File: src/cpka_pkg.sv
// Package with constants and carrier types for the configuration port key access block.
package cpka_pkg;

    localparam logic [15:0] CFG_BASE_STRAP_LOW = 16'h03F0;
    localparam logic [15:0] CFG_BASE_STRAP_HIGH = 16'h0370;
    localparam logic [7:0] ENTRY_KEY = 8'h55;
    localparam logic [7:0] EXIT_KEY = 8'hAA;

    localparam logic [7:0] IDX_CONFIG_CONTROL = 8'h02;
    localparam logic [7:0] IDX_LOGICAL_DEVICE = 8'h07;
    localparam logic [7:0] IDX_DEVICE_ID = 8'h20;
    localparam logic [7:0] IDX_DEVICE_REV = 8'h21;
    localparam logic [7:0] IDX_BASE_LOW = 8'h26;
    localparam logic [7:0] IDX_BASE_HIGH = 8'h27;
    localparam logic [7:0] IDX_ACTIVATE = 8'h30;

    localparam int SOFT_RESET_BIT = 0;
    localparam int ACTIVATE_BIT = 0;
    localparam logic [7:0] RESET_INDEX = 8'h00;
    localparam logic [7:0] RESET_LDN = 8'h00;
    localparam logic [7:0] RESET_DATA = 8'h00;
    localparam logic [7:0] READ_IDLE = 8'hFF;
    localparam logic [15:0] DATA_PORT_OFFSET = 16'h0001;

    localparam int NUM_LDEV = 16;
    localparam int LDN_W = 4;

    localparam int CLK_HZ = 40_000_000;
    localparam int POR_BLOCK_US = 500;
    localparam int POR_BLOCK_CYCLES = (POR_BLOCK_US * (CLK_HZ / 1_000_000));

    // Arbitrary identification values, not tied to any real part.
    localparam logic [7:0] DEVICE_ID_VALUE = 8'h5A;
    localparam logic [7:0] DEVICE_REV_VALUE = 8'h01;

    typedef enum logic [1:0] {
        CPKA_RUN = 2'b01,
        CPKA_CONFIG = 2'b10
    } cpka_state_t;

    typedef struct packed {
        logic [15:0] addr;
        logic [7:0] wdata;
        logic aen;
        logic ior;
        logic iow;
    } cpka_io_req_t;

endpackage : cpka_pkg

File: src/cpka_config_port.sv
// Configuration port decoder, key state machine and global configuration registers.
//
// Overview of operation
// - Hard or power-on reset gives Run state with all logical devices disabled.
// - Index and data ports decode only in Configuration state.
// - Base-select strap is sampled at host reset release or power-on reset.
// - Strap low decodes the ports at 0x03F0, strap high at 0x0370.
// - Software may relocate the port base through two global base registers.
// - Config port write-only; index port and data port at index plus one read/write.
// - Every decode is qualified by address enable being low.
// - Writing 0x55 to the config port enters Configuration state.
// - Writing 0xAA to the config port returns to Run state.
// - In Configuration state the index port shares the config port address.
// - Global registers are reachable whatever logical device is selected.
// - Exactly two states; Run accepts the entry key once the power-on block has ended.
// - The strap pin is shared with the first serial request-to-send output.
// - Setting bit 0 of the config control register triggers a soft reset.
// - All host accesses are blocked for 500 us after power-on reset.
`timescale 1ns/1ps
module cpka_config_port #(
    parameter int POR_BLOCK = cpka_pkg::POR_BLOCK_CYCLES,
    parameter int NUM_LDEV = cpka_pkg::NUM_LDEV
) (
    // Clock and resets
    input wire logic sys_clk,
    input wire logic sys_rst,
    input wire logic host_reset_drive,
    // Host I/O cycle
    input wire cpka_pkg::cpka_io_req_t io_req,
    output logic [7:0] io_rdata,
    output logic io_rdata_valid,
    // Shared strap and serial pin
    input wire logic strap_pin_in,
    output logic strap_pin_out,
    output logic strap_pin_oe_n,
    input wire logic serial1_request_to_send_n,
    // Configuration results
    output logic config_mode,
    output logic [NUM_LDEV-1:0] ldev_active,
    output logic host_access_blocked,
    output logic soft_reset_pulse
);

    cpka_pkg::cpka_state_t state;
    logic strap_high;
    logic [7:0] index_reg;
    logic [cpka_pkg::LDN_W-1:0] ldn;
    logic [7:0] config_base_low_reg;
    logic [7:0] config_base_high_reg;
    logic base_from_strap;
    logic [15:0] cfg_base;
    logic [$clog2(POR_BLOCK+1)-1:0] por_count;
    logic hit_index;
    logic hit_data;
    logic wr_index;
    logic wr_data;
    logic rd_data;
    logic any_reset;

    cpka_strap_latch u_strap (
        .sys_clk(sys_clk),
        .sys_rst(sys_rst),
        .host_reset_drive(host_reset_drive),
        .strap_pin_in(strap_pin_in),
        .strap_pin_out(strap_pin_out),
        .strap_pin_oe_n(strap_pin_oe_n),
        .serial1_request_to_send_n(serial1_request_to_send_n),
        .strap_high(strap_high)
    );

    function automatic logic addr_hit(input cpka_pkg::cpka_io_req_t r, input logic [15:0] a);
        addr_hit = (r.addr == a) && !r.aen;
    endfunction : addr_hit

    assign any_reset = host_reset_drive;
    assign host_access_blocked = (por_count != '0);
    assign config_mode = (state == cpka_pkg::CPKA_CONFIG);

    // Strap picks the base until software writes either base register.
    assign cfg_base = base_from_strap
        ? (strap_high ? cpka_pkg::CFG_BASE_STRAP_HIGH : cpka_pkg::CFG_BASE_STRAP_LOW)
        : {config_base_high_reg, config_base_low_reg};

    assign hit_index = addr_hit(io_req, cfg_base) && !host_access_blocked;
    assign hit_data = addr_hit(io_req, cfg_base + cpka_pkg::DATA_PORT_OFFSET)
        && !host_access_blocked;
    assign wr_index = hit_index && io_req.iow && config_mode;
    assign wr_data = hit_data && io_req.iow && config_mode;
    assign rd_data = hit_data && io_req.ior && config_mode;

    // Power-on blocking window; a host reset alone does not restart it.
    always_ff @(posedge sys_clk or posedge sys_rst) begin
        if (sys_rst) begin
            por_count <= ($clog2(POR_BLOCK+1))'(POR_BLOCK);
        end else if (por_count != '0) begin
            por_count <= por_count - 1'b1;
        end
    end

    always_ff @(posedge sys_clk or posedge sys_rst) begin
        if (sys_rst) begin
            state <= cpka_pkg::CPKA_RUN;
        end else if (any_reset) begin
            state <= cpka_pkg::CPKA_RUN;
        end else if (hit_index && io_req.iow) begin
            case (state)
                cpka_pkg::CPKA_RUN: begin
                    if (io_req.wdata == cpka_pkg::ENTRY_KEY) begin
                        state <= cpka_pkg::CPKA_CONFIG;
                    end
                end
                cpka_pkg::CPKA_CONFIG: begin
                    if (io_req.wdata == cpka_pkg::EXIT_KEY) begin
                        state <= cpka_pkg::CPKA_RUN;
                    end
                end
                default: begin
                    state <= cpka_pkg::CPKA_RUN;
                end
            endcase
        end
    end

    // A write in Run state that is not the entry key changes nothing.
    always_ff @(posedge sys_clk or posedge sys_rst) begin
        if (sys_rst) begin
            index_reg <= cpka_pkg::RESET_INDEX;
        end else if (any_reset) begin
            index_reg <= cpka_pkg::RESET_INDEX;
        end else if (wr_index && io_req.wdata != cpka_pkg::EXIT_KEY) begin
            index_reg <= io_req.wdata;
        end
    end

    // Soft reset clears the device selection and activation but keeps the base.
    always_ff @(posedge sys_clk or posedge sys_rst) begin
        if (sys_rst) begin
            ldn <= '0;
            soft_reset_pulse <= 1'b0;
        end else begin
            soft_reset_pulse <= 1'b0;
            if (any_reset) begin
                ldn <= '0;
            end else if (wr_data && index_reg == cpka_pkg::IDX_CONFIG_CONTROL
                    && io_req.wdata[cpka_pkg::SOFT_RESET_BIT]) begin
                soft_reset_pulse <= 1'b1;
                ldn <= '0;
            end else if (wr_data && index_reg == cpka_pkg::IDX_LOGICAL_DEVICE) begin
                ldn <= io_req.wdata[cpka_pkg::LDN_W-1:0];
            end
        end
    end

    always_ff @(posedge sys_clk or posedge sys_rst) begin
        if (sys_rst) begin
            base_from_strap <= 1'b1;
            config_base_low_reg <= cpka_pkg::RESET_DATA;
            config_base_high_reg <= cpka_pkg::RESET_DATA;
        end else if (any_reset) begin
            base_from_strap <= 1'b1;
        end else if (wr_data && index_reg == cpka_pkg::IDX_BASE_LOW) begin
            if (base_from_strap) begin
                config_base_high_reg <= cfg_base[15:8];
            end
            config_base_low_reg <= io_req.wdata;
            base_from_strap <= 1'b0;
        end else if (wr_data && index_reg == cpka_pkg::IDX_BASE_HIGH) begin
            if (base_from_strap) begin
                config_base_low_reg <= cfg_base[7:0];
            end
            config_base_high_reg <= io_req.wdata;
            base_from_strap <= 1'b0;
        end
    end

    genvar g;
    generate
        for (g = 0; g < NUM_LDEV; g++) begin : g_ldev
            always_ff @(posedge sys_clk or posedge sys_rst) begin
                if (sys_rst) begin
                    ldev_active[g] <= 1'b0;
                end else if (any_reset || soft_reset_pulse) begin
                    ldev_active[g] <= 1'b0;
                end else if (wr_data && index_reg == cpka_pkg::IDX_ACTIVATE
                        && ldn == (cpka_pkg::LDN_W)'(g)) begin
                    ldev_active[g] <= io_req.wdata[cpka_pkg::ACTIVATE_BIT];
                end
            end
        end
    endgenerate

    // Config port is write-only in Run state; in Configuration state the index and data ports both return a byte.
    always_ff @(posedge sys_clk or posedge sys_rst) begin
        if (sys_rst) begin
            io_rdata <= cpka_pkg::READ_IDLE;
            io_rdata_valid <= 1'b0;
        end else begin
            io_rdata_valid <= rd_data || (hit_index && io_req.ior && config_mode);
            if (hit_index && io_req.ior && config_mode) begin
                io_rdata <= index_reg;
            end else if (rd_data) begin
                case (index_reg)
                    cpka_pkg::IDX_LOGICAL_DEVICE: io_rdata <= 8'(ldn);
                    cpka_pkg::IDX_DEVICE_ID: io_rdata <= cpka_pkg::DEVICE_ID_VALUE;
                    cpka_pkg::IDX_DEVICE_REV: io_rdata <= cpka_pkg::DEVICE_REV_VALUE;
                    cpka_pkg::IDX_BASE_LOW: io_rdata <= cfg_base[7:0];
                    cpka_pkg::IDX_BASE_HIGH: io_rdata <= cfg_base[15:8];
                    cpka_pkg::IDX_ACTIVATE: io_rdata <= {7'h00, ldev_active[ldn]};
                    default: io_rdata <= cpka_pkg::RESET_DATA;
                endcase
            end
        end
    end

endmodule : cpka_config_port

File: src/cpka_strap_latch.sv
// Strap capture and pin sharing between the base-select strap and the serial request-to-send.
`timescale 1ns/1ps
module cpka_strap_latch (
    // Clock and reset
    input wire logic sys_clk,
    input wire logic sys_rst,
    // Host reset drive level
    input wire logic host_reset_drive,
    // Shared pin
    input wire logic strap_pin_in,
    output logic strap_pin_out,
    output logic strap_pin_oe_n,
    // Serial port side
    input wire logic serial1_request_to_send_n,
    // Captured strap
    output logic strap_high
);

    logic reset_seen;
    logic rst_dly;

    always_ff @(posedge sys_clk or posedge sys_rst) begin
        if (sys_rst) begin
            rst_dly <= 1'b1;
        end else begin
            rst_dly <= host_reset_drive;
        end
    end

    // Capture on release of either reset; the pin level is clocked in, never loaded by reset.
    always_ff @(posedge sys_clk or posedge sys_rst) begin
        if (sys_rst) begin
            reset_seen <= 1'b1;
            strap_high <= 1'b0;
        end else if (reset_seen || (rst_dly && !host_reset_drive)) begin
            if (!host_reset_drive) begin
                strap_high <= strap_pin_in;
                reset_seen <= 1'b0;
            end
        end
    end

    // The pin floats while either reset holds so the strap resistor sets its level.
    always_ff @(posedge sys_clk or posedge sys_rst) begin
        if (sys_rst) begin
            strap_pin_oe_n <= 1'b1;
            strap_pin_out <= 1'b1;
        end else begin
            strap_pin_oe_n <= host_reset_drive;
            strap_pin_out <= serial1_request_to_send_n;
        end
    end

endmodule : cpka_strap_latch
File: config.mk
export PLATFORM = sky130hd
export DESIGN_NAME = cpka_config_port
export DESIGN_NICKNAME = d
export VERILOG_FILES = /design/src/cpka_pkg.sv /design/src/cpka_config_port.sv /design/src/cpka_strap_latch.sv
export SDC_FILE = /design/constraint.sdc
export NUM_CORES = 1
export LEC_CHECK = 0
export ABC_CLOCK_PERIOD_IN_PS = 8790
export BUFFER_PORTS_ARGS = -buffer_cell sky130_fd_sc_hd__buf_4
export CORE_ASPECT_RATIO = 1.2
export CORE_MARGIN = 2
export CORE_UTILIZATION = 36
export CTS_BUF_LIST = sky130_fd_sc_hd__clkbuf_8
export CTS_CLUSTER_DIAMETER = 80
export DETAILED_ROUTE_END_ITERATION = 7
export MAX_ROUTING_LAYER = met4
export PLACE_DENSITY = 0.53
export SYNTH_ARGS = -nofsm -noshare
export SYNTH_HDL_FRONTEND = slang
export SYNTH_SLANG_ARGS = --single-unit
File: constraint.sdc
create_clock -name sys_clk -period 8.79 [get_ports sys_clk]
set_input_delay 1.3185 -clock sys_clk [delete_from_list [all_inputs] [get_ports sys_clk]]
set_output_delay 1.3185 -clock sys_clk [all_outputs]
set_load 0.1 [all_outputs]
# After elaboration in Yosys (flattened, before gate mapping)
# Index checks and enable logic that the tools add are counted.
# classes
add_sub_neg	2
magnitude_cmp	1
eq_ne	32
muxes	60
n_bitwise	1
reduce_logical	71
# op_table
cell	count
$mux W8	11
$pmux W8 S6	1
$reduce_bool A2 Y1	21
$eq A8 B6 Y1 const B	5
$mux W1	38
$logic_and A1 B1 Y1	36
$eq A16 B16 Y1	2
$eq A4 B4 Y1 const B	8
$add A16 B1 Y16 const B	1
$eq A4 B3 Y1 const B	4
$mux W16	1
$reduce_bool A15 Y1	1
$sub A15 B1 Y15 const B	1
$mux W4	3
$reduce_and A3 Y1	3
$eq A4 B2 Y1 const B	2
$eq A8 B2 Y1 const B	1
$eq A8 B3 Y1 const B	1
$eq A8 B7 Y1 const B	1
$eq A8 B8 Y1 const B	1
$mux W2	4
$ne A8 B8 Y1 const B	1
$reduce_bool A3 Y1	2
$lt A4 B5 Y1 const B	1
other kinds (13)	17
# totals
register_bits	76
in_bits	32
output_inout_bits	30
elab_cells	197

# Longest topological paths before layout
# Gate-level depths: netlist of the first run.
# logic_depth
ltp_word	12
mapped_depth	17
depth_no_buf	11

# Cells and area by module
# A second synthesis of the first run with hierarchy kept.
# unflattened
cells_unflattened	580
area_unflattened_um2	5326.4
# by_module_without_submodules
module	instances	cells_each	area_per_inst_um2
cpka_config_port	1	572	5192.5
cpka_strap_latch	1	8	133.9

# Worst setup path after synthesis of the first run
# No wires, ideal clock.
# synth_timing
kind	register to register
startpoint	register base_from_strap
endpoint	register config_base_high_reg[2]
setup_ns	0.121
arrival_time_ns	3.870
path_slack_ns	4.799
stages_incl_launch_ff	16
path_buffers	6
period_less_slack_ns	3.991
path_cell_list	dfstp_2 > clkbuf_1 > buf_2 > buf_2 > buf_1 > nor2_1 > ha_1 > clkbuf_2 > a31o_2 > a21oi_1 > xor2_1 > nand4bb_4 > or4_1 > buf_2 > or3_4 > a22o_1
# synth_between
elab_chain_len	10
word_cells_on_any_way	14
classes_between	1 x add/sub; 2 x eq/ne; 3 x mux; 8 x reduce/logical
# synth_rtl
element	line	text
start: declaration	cpka_config_port.sv:50	logic base_from_strap;
start signal: assignment	cpka_config_port.sv:156	base_from_strap <= 1'b1;
start signal: assignment	cpka_config_port.sv:160	base_from_strap <= 1'b1;
start signal: assignment	cpka_config_port.sv:166	base_from_strap <= 1'b0;
$mux W16	cpka_config_port.sv:81	? (strap_high ? cpka_pkg::CFG_BASE_STRAP_HIGH : cpka_pkg::CFG_BASE_STRAP_LOW)
$add A16 B1 Y16	cpka_config_port.sv:85	assign hit_data = addr_hit(io_req, cfg_base + cpka_pkg::DATA_PORT_OFFSET)
$eq A16 B16 Y1	cpka_config_port.sv:72	addr_hit = (r.addr == a) && !r.aen;
$logic_and A1 B1 Y1	cpka_config_port.sv:72	
$logic_and A1 B1 Y1	cpka_config_port.sv:86	&& !host_access_blocked;
$logic_and A1 B1 Y1 (2 in a row)	cpka_config_port.sv:88	assign wr_data = hit_data && io_req.iow && config_mode;
$logic_and A1 B1 Y1, on equally long branches	cpka_config_port.sv:161, cpka_config_port.sv:167	
$ne A2 B2 Y1 (no line) or $reduce_bool A2 Y1 (tied branches)	--	
$reduce_and A3 Y1 (no line)	--	
end signal: assignment	cpka_config_port.sv:158	config_base_high_reg <= cpka_pkg::RESET_DATA;
end signal: assignment	cpka_config_port.sv:163	config_base_high_reg <= cfg_base[15:8];
end signal: assignment	cpka_config_port.sv:171	config_base_high_reg <= io_req.wdata;
end: declaration	cpka_config_port.sv:49	logic [7:0] config_base_high_reg;
# Parallel ways exist; a longest one is shown, timed or not. The select of a mux whose other input is x is not followed.
# A chain may end at the register's enable or synchronous reset.

# Worst setup path in the final report of the first run
# Same ends and word-level chain as after synthesis.

==> impl_summary.log, run 1 <==
INFO  metric registers_with_the_most_flip_flops = ldev_active: 16 flops, por_count: 15 flops
INFO  metric wire_length_of_the_first_global_routing_pass = 23,170 µm
INFO  metric synth_cell_area = 0.005160 mm²
INFO  metric die_width = 113.3 µm
INFO  metric cp-start-kind = flip-flop
INFO  metric unrepaired_setup_endpoints_after_global_routing = no
INFO  metric netSwitchingPower = 0.1774 mW
INFO  metric grt_pass1_vias = 4,351
INFO  metric num_io_pins = 62
INFO  metric path_cells = buf_4, nand2b_1, inv_1, ha_1, nand3_2, or4_1, o311a_1, a211oi_1, nand2_1, or3_4, a22o_1
INFO  metric critical_path_peak_fanout = 57
INFO  metric synthCells = 571
INFO  metric peakVddDrop = 65.33 µV
INFO  metric timing.max_slew.rel_slack = 30.66%
INFO  metric internal-power = 0.5635 mW
INFO  metric mappedNetlistNets = 605
INFO  metric post-cts-setup-buffer-count = 0
INFO  metric min_path_cells = 1
INFO  metric detail_route.drc_violations = 0
INFO  metric cts_root_buffer = clkbuf_8
INFO  metric place.detailed.hpwl = 10,540 µm
INFO  metric placeableCoreArea = 0.01388 mm²
INFO  metric antenna_found_initial = 0
INFO  metric worst-endpoint-arrival = 4.75 ns
INFO  metric synth_area_per_cell = 9.037 µm²
INFO  metric mostFrequentLayoutCell = buf_4
INFO  metric rr_worst_depth = 11
INFO  metric tritoncts = built
INFO  metric ys.warnings.count = 0
INFO  metric ys_types = 72
INFO  metric largest_register_ff_count = 16
INFO  metric clk_pin_slew = 0.08 ns
INFO  metric cp.buffers_inverters = 2
INFO  metric power_switching_share = 23.94%
INFO  metric drtPass1Iterations = 6
INFO  metric port-buffer-count = 61
INFO  metric fin_ws = 4.280 ns
INFO  metric slowest_stage = nand2_1
INFO  metric dr.first_iter.drc_count = 369
INFO  metric drv_slew = 0
INFO  metric post_cts_resized = 0
INFO  metric hold_class = flip-flop to flip-flop
INFO  metric ctsHoldBuffers = 0
INFO  metric fmax = 221.8 MHz
INFO  metric fp-row-count = 47
INFO  metric largest_register = ldev_active
INFO  metric clk-insertion-delay-late = 0.35 ns
INFO  metric postSynth.asyncResetShare = 100.0%
INFO  metric sequentialPowerShare = 47.7%
INFO  metric power_density = 125.3 mW/mm²
INFO  metric final_cell_mix = buf_4 (63), dfrtp_1 (58), nand2_1 (52)
INFO  metric tightest_slew = 1.038 ns
INFO  metric post_drt_antenna_nets = 0
INFO  metric timing.final.hold_violations = 0
INFO  metric worst-setup-path-type = flip-flop to flip-flop
INFO  metric fin_nets = 640
INFO  metric numCtsBuffers = 9
INFO  metric skew = 0.01259 ns
INFO  metric ys.flop_type = dfrtp_1
INFO  metric die_height = 135.2 µm
INFO  metric totalWireLength = 14,370 µm
INFO  metric worst_ep_required_time = 9.03 ns
INFO  metric gr-total-overflow = 0
INFO  metric synth_sequential_area_ratio = 37.29%
INFO  metric critical_path_depth = 11
INFO  metric totalNegativeSetupSlack = 0 ns
INFO  metric die-area = 0.01531 mm²
INFO  metric fillCellCount = 1,409
INFO  metric pwr-share-comb = 8.0%
INFO  metric path_delay_family = simple AND/OR/NAND/NOR gates
INFO  metric area.growth.synth_to_final = 14.62%
INFO  metric critPathCaptureType = flip-flop
INFO  metric htreeDepth = 3
INFO  metric finalCritPeriodShare = 51.30%
INFO  metric largest_net_degree_at_the_start_of_global_routing = 77
INFO  metric clkSinkCount = 76
INFO  metric leakage = 2.539 nW
INFO  metric total_routing_usage_reported_by_global_routing = 19.65%
INFO  metric timing.final.crit_period = 4.510 ns
INFO  metric clock_path_buffers = 2
INFO  metric ys_ff_latch = 76
INFO  metric dr_total_vias = 4,533
INFO  metric run_status = complete, no violations
INFO  metric edff_count_synth = 0
INFO  metric gpl.final_weighted_congestion = 0.8714
INFO  metric routed_via_density = 5.797
INFO  metric diodes = 0
INFO  metric max_stage_delay = 0.68 ns
INFO  metric route.detailed.wl_per_inst = 18.38 µm
INFO  metric drive_gt1_share = 21.93%
INFO  metric maxCapViolations = 0
INFO  metric initial_core_util = 37.18%
INFO  metric setup_viol_count_final = 0
INFO  metric p_clk_share = 44.3%
INFO  metric post-place-ws = 4.232 ns
==> routing by layer <==
layer | vias up | share of wire (%) | routed length, µm | GRT usage, %
met5 | - | 0 | 0 | -
met3 | 29 | 4.3 | 624 | 2.282
met2 | 161 | 47 | 6741 | 31.24
met4 | 0 | 2.5 | 359 | 6.843
li1 | 2166 | - | - | -
met1 | 2177 | 46 | 6648 | 26.16
==> synthesized netlist by cell type, types with 12 or more instances <==
master | count | area, µm²
dfrtp_1 | 58 | 1451
nand2_1 | 52 | 195.2
nor2_1 | 50 | 187.7
mux2i_1 | 31 | 310.3
nor3_1 | 29 | 145.1
inv_1 | 26 | 97.59
nor4_1 | 24 | 150.1
a21oi_1 | 23 | 115.1
clkbuf_1 | 19 | 71.32
xnor2_1 | 19 | 166.4
dfstp_2 | 18 | 473.0
nand3_1 | 16 | 80.08
xor2_1 | 14 | 122.6
or4_1 | 13 | 97.59
mux2_2 | 12 | 135.1
==> worst paths after layout <==
kind | startpoint | to | slack (ns)
max in group asynchronous | sys_rst | config_base_low_reg[4]$_DFFE_PP0P_ | 6.88
min in group asynchronous | sys_rst | por_count[4]$_DFFE_PP0P_ | 1.25
min | por_count[12]$_DFFE_PP0P_ | por_count[12]$_DFFE_PP0P_ | 0.50
max reg2reg | base_from_strap$_DFFE_PP1P_ | config_base_high_reg[2]$_DFFE_PP0P_ | 4.28
max | base_from_strap$_DFFE_PP1P_ | config_base_high_reg[2]$_DFFE_PP0P_ | 4.28
min reg2reg | por_count[12]$_DFFE_PP0P_ | por_count[12]$_DFFE_PP0P_ | 0.50
==> worst register-to-register path, stage by stage, from the launching register on <==
cell and delay [ns]:
dfstp_2 0.37, buf_4 0.28, nand2b_1 0.29, inv_1 0.09, ha_1 0.32, nand3_2 0.18, or4_1 0.57, o311a_1 0.39
a211oi_1 0.34, nand2_1 0.68, or3_4 0.65, a22o_1 0.24
==> per-stage QoR <==
stage	std cells	util, %	hold WS, ns	instance area (µm²)	total power, mW
detailed placement	766	40.84	0.4874	5668	0.4194
global route	782	42.62	0.5205	5914	0.7728
global placement	766	40.84	0.4797	5668	0.4193
CTS	782	42.62	0.5003	5914	0.7514
finish	782	42.62	0.4988	5914	0.7409
floorplan	571	-	0.4613	5160	0.3918
==> power groups by stage <==
stage / sequential (mW) / clock, mW / combinational [mW]
floorplan: 0.362 / 0 / 0.0294
global placement: 0.360 / 0 / 0.0594
detailed placement: 0.360 / 0 / 0.0597
CTS: 0.353 / 0.338 / 0.0600
global route: 0.353 / 0.354 / 0.0651
finish: 0.353 / 0.328 / 0.0596
==> final cells by class <==
cell class	instances	area, µm²	share of cell area, %
Sequential cell	76	1924	32.54
Multi-Input combinational cell	430	2959	50.03
Clock inverter	7	122.6	2.073
Inverter	26	97.59	1.650
Timing Repair Buffer	63	473.0	7.997
Clock buffer	9	123.9	2.094
Tap cell	171	214.0	3.618
==> logic make-up (layout without fill, tap and decap cells) <==
logic type                 Yosys count  after routing  share of synthesized area (%)
buffers and inverters               65            105                          5.359
AOI/OAI and AO/OA                   93             93                          12.37
and+or+nand+nor                    253            253                          27.86
xor gates and xnor gates            33             33                          5.601
adders and majority gates            2              2                         0.4849
muxes                               49             49                          11.03
DFF                                 76             76                          37.29
Power figures use the tool's default switching activity.
==> inputs of run 2 (changes only) <==
--- a/config.mk
+++ b/config.mk
@@ -5,7 +5,7 @@
 export SDC_FILE = /design/constraint.sdc
 export NUM_CORES = 1
 export LEC_CHECK = 0
-export ABC_CLOCK_PERIOD_IN_PS = 8790
+export ABC_CLOCK_PERIOD_IN_PS = 4000
 export BUFFER_PORTS_ARGS = -buffer_cell sky130_fd_sc_hd__buf_4
 export CORE_ASPECT_RATIO = 1.2
 export CORE_MARGIN = 2
@@ -14,7 +14,7 @@
 export CTS_CLUSTER_DIAMETER = 80
 export DETAILED_ROUTE_END_ITERATION = 7
 export MAX_ROUTING_LAYER = met4
-export PLACE_DENSITY = 0.53
+export PLACE_DENSITY = 0.55
 export SYNTH_ARGS = -nofsm -noshare
 export SYNTH_HDL_FRONTEND = slang
 export SYNTH_SLANG_ARGS = --single-unit
==> constraint.sdc (replaced) <==
create_clock -name sys_clk -period 4 [get_ports sys_clk]
set_input_delay 0.6 -clock sys_clk [delete_from_list [all_inputs] [get_ports sys_clk]]
set_output_delay 0.6 -clock sys_clk [all_outputs]
set_load 0.1 [all_outputs]
==> impl_summary.log, run 2 (synthesized netlist as in run 1, its figures left out) <==
INFO  metric detail_route.drc_violations = 0
INFO  metric maxCapViolations = 0
INFO  metric min_path_cells = 1
INFO  metric placed_cells = 772
INFO  metric timing.final.crit_period = 3.768 ns
INFO  metric worst-endpoint-arrival = 4.00 ns
INFO  metric largest_net_degree_at_the_start_of_global_routing = 47
INFO  metric drv_slew = 0
INFO  metric largest_register_ff_count = 16
INFO  metric final_cell_mix = buf_4 (69), dfrtp_1 (58), nand2_1 (52)
INFO  metric worst_ep_required_time = 4.23 ns
INFO  metric clk_pin_slew = 0.09 ns
INFO  metric die_height = 135.2 µm
INFO  metric unrepaired_setup_endpoints_after_global_routing = no
INFO  metric skew = 0.01473 ns
INFO  metric finalCritPeriodShare = 94.20%
INFO  metric setup_viol_count_final = 0
INFO  metric critPathCaptureType = flip-flop
INFO  metric fillCellCount = 1,427
INFO  metric worst_hold_path.endpoint = u_strap.strap_pin_out$_DFF_PP1_
INFO  metric dr_total_vias = 4,554
INFO  metric port-buffer-count = 61
INFO  metric antenna_found_initial = 0
INFO  metric route.detailed.wl_per_inst = 18.30 µm
INFO  metric post_layout_nonfiller_instances = 788
INFO  metric clk-insertion-delay-late = 0.35 ns
INFO  metric fp-row-count = 47
INFO  metric drive_gt1_share = 22.85%
INFO  metric power_density = 246.3 mW/mm²
INFO  metric fin_nets = 646
INFO  metric ctsHoldBuffers = 0
INFO  metric rrSetupSlack = 0.23 ns
INFO  metric totalNegativeSetupSlack = 0 ns
INFO  metric clkSinkCount = 76
INFO  metric whs = 0.3494 ns
INFO  metric total_routing_usage_reported_by_global_routing = 19.57%
INFO  metric routed_via_density = 5.779
INFO  metric gr-total-overflow = 0
INFO  metric peakVddDrop = 164.0 µV
INFO  metric totalWireLength = 14,420 µm
INFO  metric diodes = 0
INFO  metric hp-start = serial1_request_to_send_n
INFO  metric die_width = 113.3 µm
INFO  metric area.growth.synth_to_final = 14.69%
INFO  metric hold_class = input pin to flip-flop
INFO  metric dr.first_iter.drc_count = 313
INFO  metric clock_path_buffers = 2
INFO  metric post_drt_antenna_nets = 0
INFO  metric mostFrequentLayoutCell = buf_4
INFO  metric place.detailed.hpwl = 10,860 µm
INFO  metric gpl.final_weighted_congestion = 0.8808
INFO  metric registers_with_the_most_flip_flops = ldev_active: 16 flops, por_count: 15 flops
INFO  metric fmax = 265.4 MHz
INFO  metric total_power = 1.457 mW
INFO  metric largest_register = ldev_active
INFO  metric worstReg2RegEnd = config_base_high_reg[2]$_DFFE_PP0P_
INFO  metric timing.final.hold_violations = 0
INFO  metric cts_root_buffer = clkbuf_8
INFO  metric worst-setup-path-type = flip-flop to flip-flop
INFO  metric wire_length_of_the_first_global_routing_pass = 23,190 µm
INFO  metric htreeDepth = 3
INFO  metric tightest_slew = 1.062 ns
INFO  metric die-area = 0.01531 mm²
INFO  metric initial_core_util = 37.18%
INFO  metric grt_pass1_vias = 4,422
INFO  metric worst_r2r_startpoint = config_base_low_reg[0]$_DFFE_PP0P_
INFO  metric final_core_utilization = 42.64%
INFO  metric leakage = 2.546 nW
INFO  metric drtPass1Iterations = 4
INFO  metric rr_worst_depth = 11
INFO  metric critical_path_peak_fanout = 10
INFO  metric run_status = complete, no violations
INFO  metric num_io_pins = 62
INFO  metric numCtsBuffers = 9
INFO  metric placeableCoreArea = 0.01388 mm²
INFO  metric timing.max_slew.rel_slack = 28.96%
INFO  metric tritoncts = built
INFO  metric cp-start-kind = flip-flop
run 2: cell types whose count changed in the layout (fill, tap and decap cells not counted):
cell       change
buf_4          +6
inv_1          +1
nor3_2         -1
nor4_2         +1
nor4_1         -1
nor3_4         +1
a211oi_2       +1
bufinv_16      -3
clkbuf_8       +2
a211oi_1       -1
run 2: per-layer routing:
metal / wire, µm / share of wire, % / up-vias / track usage, %
met5: 0 / 0 / - / -
met1: 6399 / 44 / 2201 / 25.58
li1: - / - / 2183 / -
met4: 446 / 3.1 / 0 / 7.724
met3: 740 / 5.1 / 33 / 3.445
met2: 6834 / 47 / 137 / 30.37
run 2: worst max-delay path by stage:
| stage | from | endpoint | slack [ns] |
|---|---|---|---|
| after floorplan | base_from_strap$_DFFE_PP1P_ | config_base_high_reg[2]$_DFFE_PP0P_ | 0.009 |
| after global placement | config_base_low_reg[0]$_DFFE_PP0P_ | config_base_low_reg[2]$_DFFE_PP0P_ | 0.36 |
| after detailed placement | config_base_low_reg[0]$_DFFE_PP0P_ | config_base_low_reg[2]$_DFFE_PP0P_ | 0.26 |
| after CTS | config_base_low_reg[0]$_DFFE_PP0P_ | config_base_low_reg[3]$_DFFE_PP0P_ | 0.25 |
| after global routing | config_base_low_reg[0]$_DFFE_PP0P_ | io_rdata[2]$_DFFE_PP1P_ | 0.03 |
| final | config_base_low_reg[0]$_DFFE_PP0P_ | config_base_high_reg[2]$_DFFE_PP0P_ | 0.23 |
run 2: report_power, final:
part	switching (mW)	internal (mW)	total [mW]
registers	0.00410	0.772	0.776
clock network	0.289	0.260	0.549
logic	0.0829	0.0496	0.132
run 2: what timing repair did:
item,in CTS,in global routing
setup buffers,0,0
endpoints found under the hold margin,0,0
endpoints found under the setup margin,0,8
resized for setup,0,3
run 2: critical path, cell delays in order (launching register included):
cell	delay, ns
dfrtp_1	0.53
nand2b_1	0.17
inv_1	0.09
ha_1	0.31
nand3_2	0.17
or4_1	0.51
a21oi_1	0.18
xnor2_1	0.25
nand4bb_4	0.17
or4_1	0.59
or3_4	0.44
a22o_1	0.24
run 2: stage by stage:
step / worst slack, ns / cell area, µm²
finish: 0.2321 / 5918
global route: 0.02562 / 5918
CTS: 0.2468 / 5901
detailed placement: 0.2645 / 5713
global placement: 0.3553 / 5713
floorplan: 0.008562 / 5160
run 2: final cells by class:
type / instances / area, µm² / share of cell area (%)
multi-input combinational: 430 / 2977 / 50.30
sequential: 76 / 1924 / 32.52
timing repair buffer: 69 / 518.0 / 8.753
tap: 171 / 214.0 / 3.615
clock buffer: 11 / 151.4 / 2.558
inverter: 26 / 97.59 / 1.649
clock inverter: 5 / 36.28 / 0.6131
==> inputs of run 3 (changes only) <==
--- a/config.mk
+++ b/config.mk
@@ -7,10 +7,9 @@
 export LEC_CHECK = 0
 export ABC_CLOCK_PERIOD_IN_PS = 4000
 export BUFFER_PORTS_ARGS = -buffer_cell sky130_fd_sc_hd__buf_4
-export CORE_ASPECT_RATIO = 1.2
+export CORE_ASPECT_RATIO = 1.25
 export CORE_MARGIN = 2
 export CORE_UTILIZATION = 36
-export CTS_BUF_LIST = sky130_fd_sc_hd__clkbuf_8
 export CTS_CLUSTER_DIAMETER = 80
 export DETAILED_ROUTE_END_ITERATION = 7
 export MAX_ROUTING_LAYER = met4
==> impl_summary.log, run 3 (synthesized netlist as in run 1, its figures left out) <==
INFO  metric gpl.final_weighted_congestion = 0.9304
INFO  metric fmax = 267.4 MHz
INFO  metric area.growth.synth_to_final = 17.07%
INFO  metric diodes = 0
INFO  metric die-area = 0.01531 mm²
INFO  metric post_layout_nonfiller_instances = 793
INFO  metric drv_slew = 0
INFO  metric hold_class = input pin to asynchronous set/reset pin
INFO  metric clock_path_buffers = 2
INFO  metric finalCritPeriodShare = 93.50%
INFO  metric routed_via_density = 5.647
INFO  metric timing.final.crit_period = 3.740 ns
INFO  metric htreeDepth = 3
INFO  metric totalWireLength = 14,680 µm
INFO  metric fin_nets = 647
INFO  metric clk_pin_slew = 0.07 ns
INFO  metric die_height = 137.9 µm
INFO  metric total_routing_usage_reported_by_global_routing = 20.08%
INFO  metric totalNegativeSetupSlack = 0 ns
INFO  metric critical_path_peak_fanout = 10
INFO  metric gr-total-overflow = 0
INFO  metric placed_cells = 777
INFO  metric tightest_slew = 0.9912 ns
INFO  metric peakVddDrop = 208.1 µV
INFO  metric leakage = 2.600 nW
INFO  metric critPathCaptureType = flip-flop
INFO  metric drtPass1Iterations = 7
INFO  metric setup_viol_count_final = 0
INFO  metric numCtsBuffers = 9
INFO  metric cts_root_buffer = clkbuf_16
INFO  metric dr.first_iter.drc_count = 356
INFO  metric maxCapViolations = 0
INFO  metric unrepaired_setup_endpoints_after_global_routing = no
INFO  metric mostFrequentLayoutCell = buf_4
INFO  metric initial_core_util = 37.03%
INFO  metric tritoncts = built
INFO  metric placeableCoreArea = 0.01393 mm²
INFO  metric drive_gt1_share = 22.98%
INFO  metric die_width = 111.1 µm
INFO  metric place.detailed.hpwl = 11,000 µm
INFO  metric dr_total_vias = 4,478
INFO  metric post_drt_antenna_nets = 0
INFO  metric registers_with_the_most_flip_flops = ldev_active: 16 flops, por_count: 15 flops
INFO  metric timing.final.hold_violations = 0
INFO  metric wire_length_of_the_first_global_routing_pass = 23,660 µm
INFO  metric cp-start-kind = flip-flop
INFO  metric clkSinkCount = 76
INFO  metric final_cell_mix = buf_4 (70), dfrtp_1 (57), nand2_1 (52)
INFO  metric antenna_found_initial = 0
INFO  metric port-buffer-count = 61
INFO  metric route.detailed.wl_per_inst = 18.51 µm
INFO  metric final_core_utilization = 43.35%
INFO  metric ctsHoldBuffers = 0
INFO  metric worst-endpoint-arrival = 3.97 ns
INFO  metric largest_register = ldev_active
INFO  metric grt_pass1_vias = 4,384
INFO  metric largest_register_ff_count = 16
INFO  metric clk-insertion-delay-late = 0.34 ns
INFO  metric fp-row-count = 48
INFO  metric num_io_pins = 62
INFO  metric detail_route.drc_violations = 0
INFO  metric run_status = complete, no violations
INFO  metric largest_net_degree_at_the_start_of_global_routing = 50
INFO  metric worst_ep_required_time = 4.23 ns
INFO  metric skew = 0.01012 ns
INFO  metric worst-setup-path-type = flip-flop to flip-flop
INFO  metric power_density = 290.3 mW/mm²
INFO  metric timing.max_slew.rel_slack = 33.68%
==> run 3: timing repair <==
action	4_1_cts	5_1_grt
gates resized for setup	0	2
buffers inserted	0	0
endpoints found under the setup margin	0	11
==> run 3: worst max-delay path, cell delays in order, from the launching register on <==
cell,delay [ns]
dfrtp_1,0.43
inv_1,0.10
nor2_1,0.15
ha_1,0.33
nand3_2,0.17
or4_1,0.50
a21oi_1,0.18
xnor2_1,0.24
nand4bb_4,0.16
or4_1,0.66
or3_4,0.46
a22o_1,0.24
==> run 3: path summary, 6_finish.rpt <==
check	from	slack, ns	to	depth (start not counted)
worst min register to register	por_count[12]$_DFFE_PP0P_	0.50	por_count[12]$_DFFE_PP0P_	1
max in group asynchronous	sys_rst	3.10	config_base_low_reg[0]$_DFFE_PP0P_	3
worst min-delay path	sys_rst	0.33	ldev_active[7]$_DFFE_PP0P_	3
worst max-delay path	config_base_low_reg[1]$_DFFE_PP0P_	0.26	config_base_high_reg[2]$_DFFE_PP0P_	11
worst max register to register	config_base_low_reg[1]$_DFFE_PP0P_	0.26	config_base_high_reg[2]$_DFFE_PP0P_	11
min in group sys_clk	serial1_request_to_send_n	0.36	u_strap.strap_pin_out$_DFF_PP1_	1
==> run 3: routing by layer <==
metal / routed length (µm) / share of wire, % / track usage (%) / vias up
met5: 0 / 0 / - / -
met4: 461 / 3.1 / 8.162 / 0
met3: 701 / 4.8 / 2.885 / 29
met2: 7152 / 49 / 33.27 / 123
met1: 6366 / 43 / 25.07 / 2159
li1: - / - / - / 2167
==> run 3: metrics by stage <==
step,total power [mW],instance area (µm²),hold WS (ns),worst slack [ns]
after floorplan,0.8610,5160,0.4613,0.008562
after global placement,0.9222,5725,0.4793,0.3333
after detailed placement,0.9246,5725,0.4885,0.2154
after CTS,1.768,6033,0.3430,0.2025
after global routing,1.822,6041,0.3495,0.002869
final,1.754,6041,0.3283,0.2600
==> run 3: layout make-up <==
| type | count | area (µm²) |
|---|---|---|
| Timing Repair Buffer | 70 | 525.5 |
| Clock inverter | 7 | 82.58 |
| Sequential cell | 76 | 1926 |
| Tap cell | 175 | 219.0 |
| Inverter | 26 | 97.59 |
| Clock buffer | 9 | 225.2 |
| Multi-Input combinational cell | 430 | 2965 |
| Fill cell | 1405 | 7893 |
==> run 3: where the power goes <==
part / leakage [nW] / switching [mW] / internal (mW)
logic: 1.50 / 0.0828 / 0.0502
registers: 0.957 / 0.00454 / 0.773
clock network: 0.145 / 0.351 / 0.493
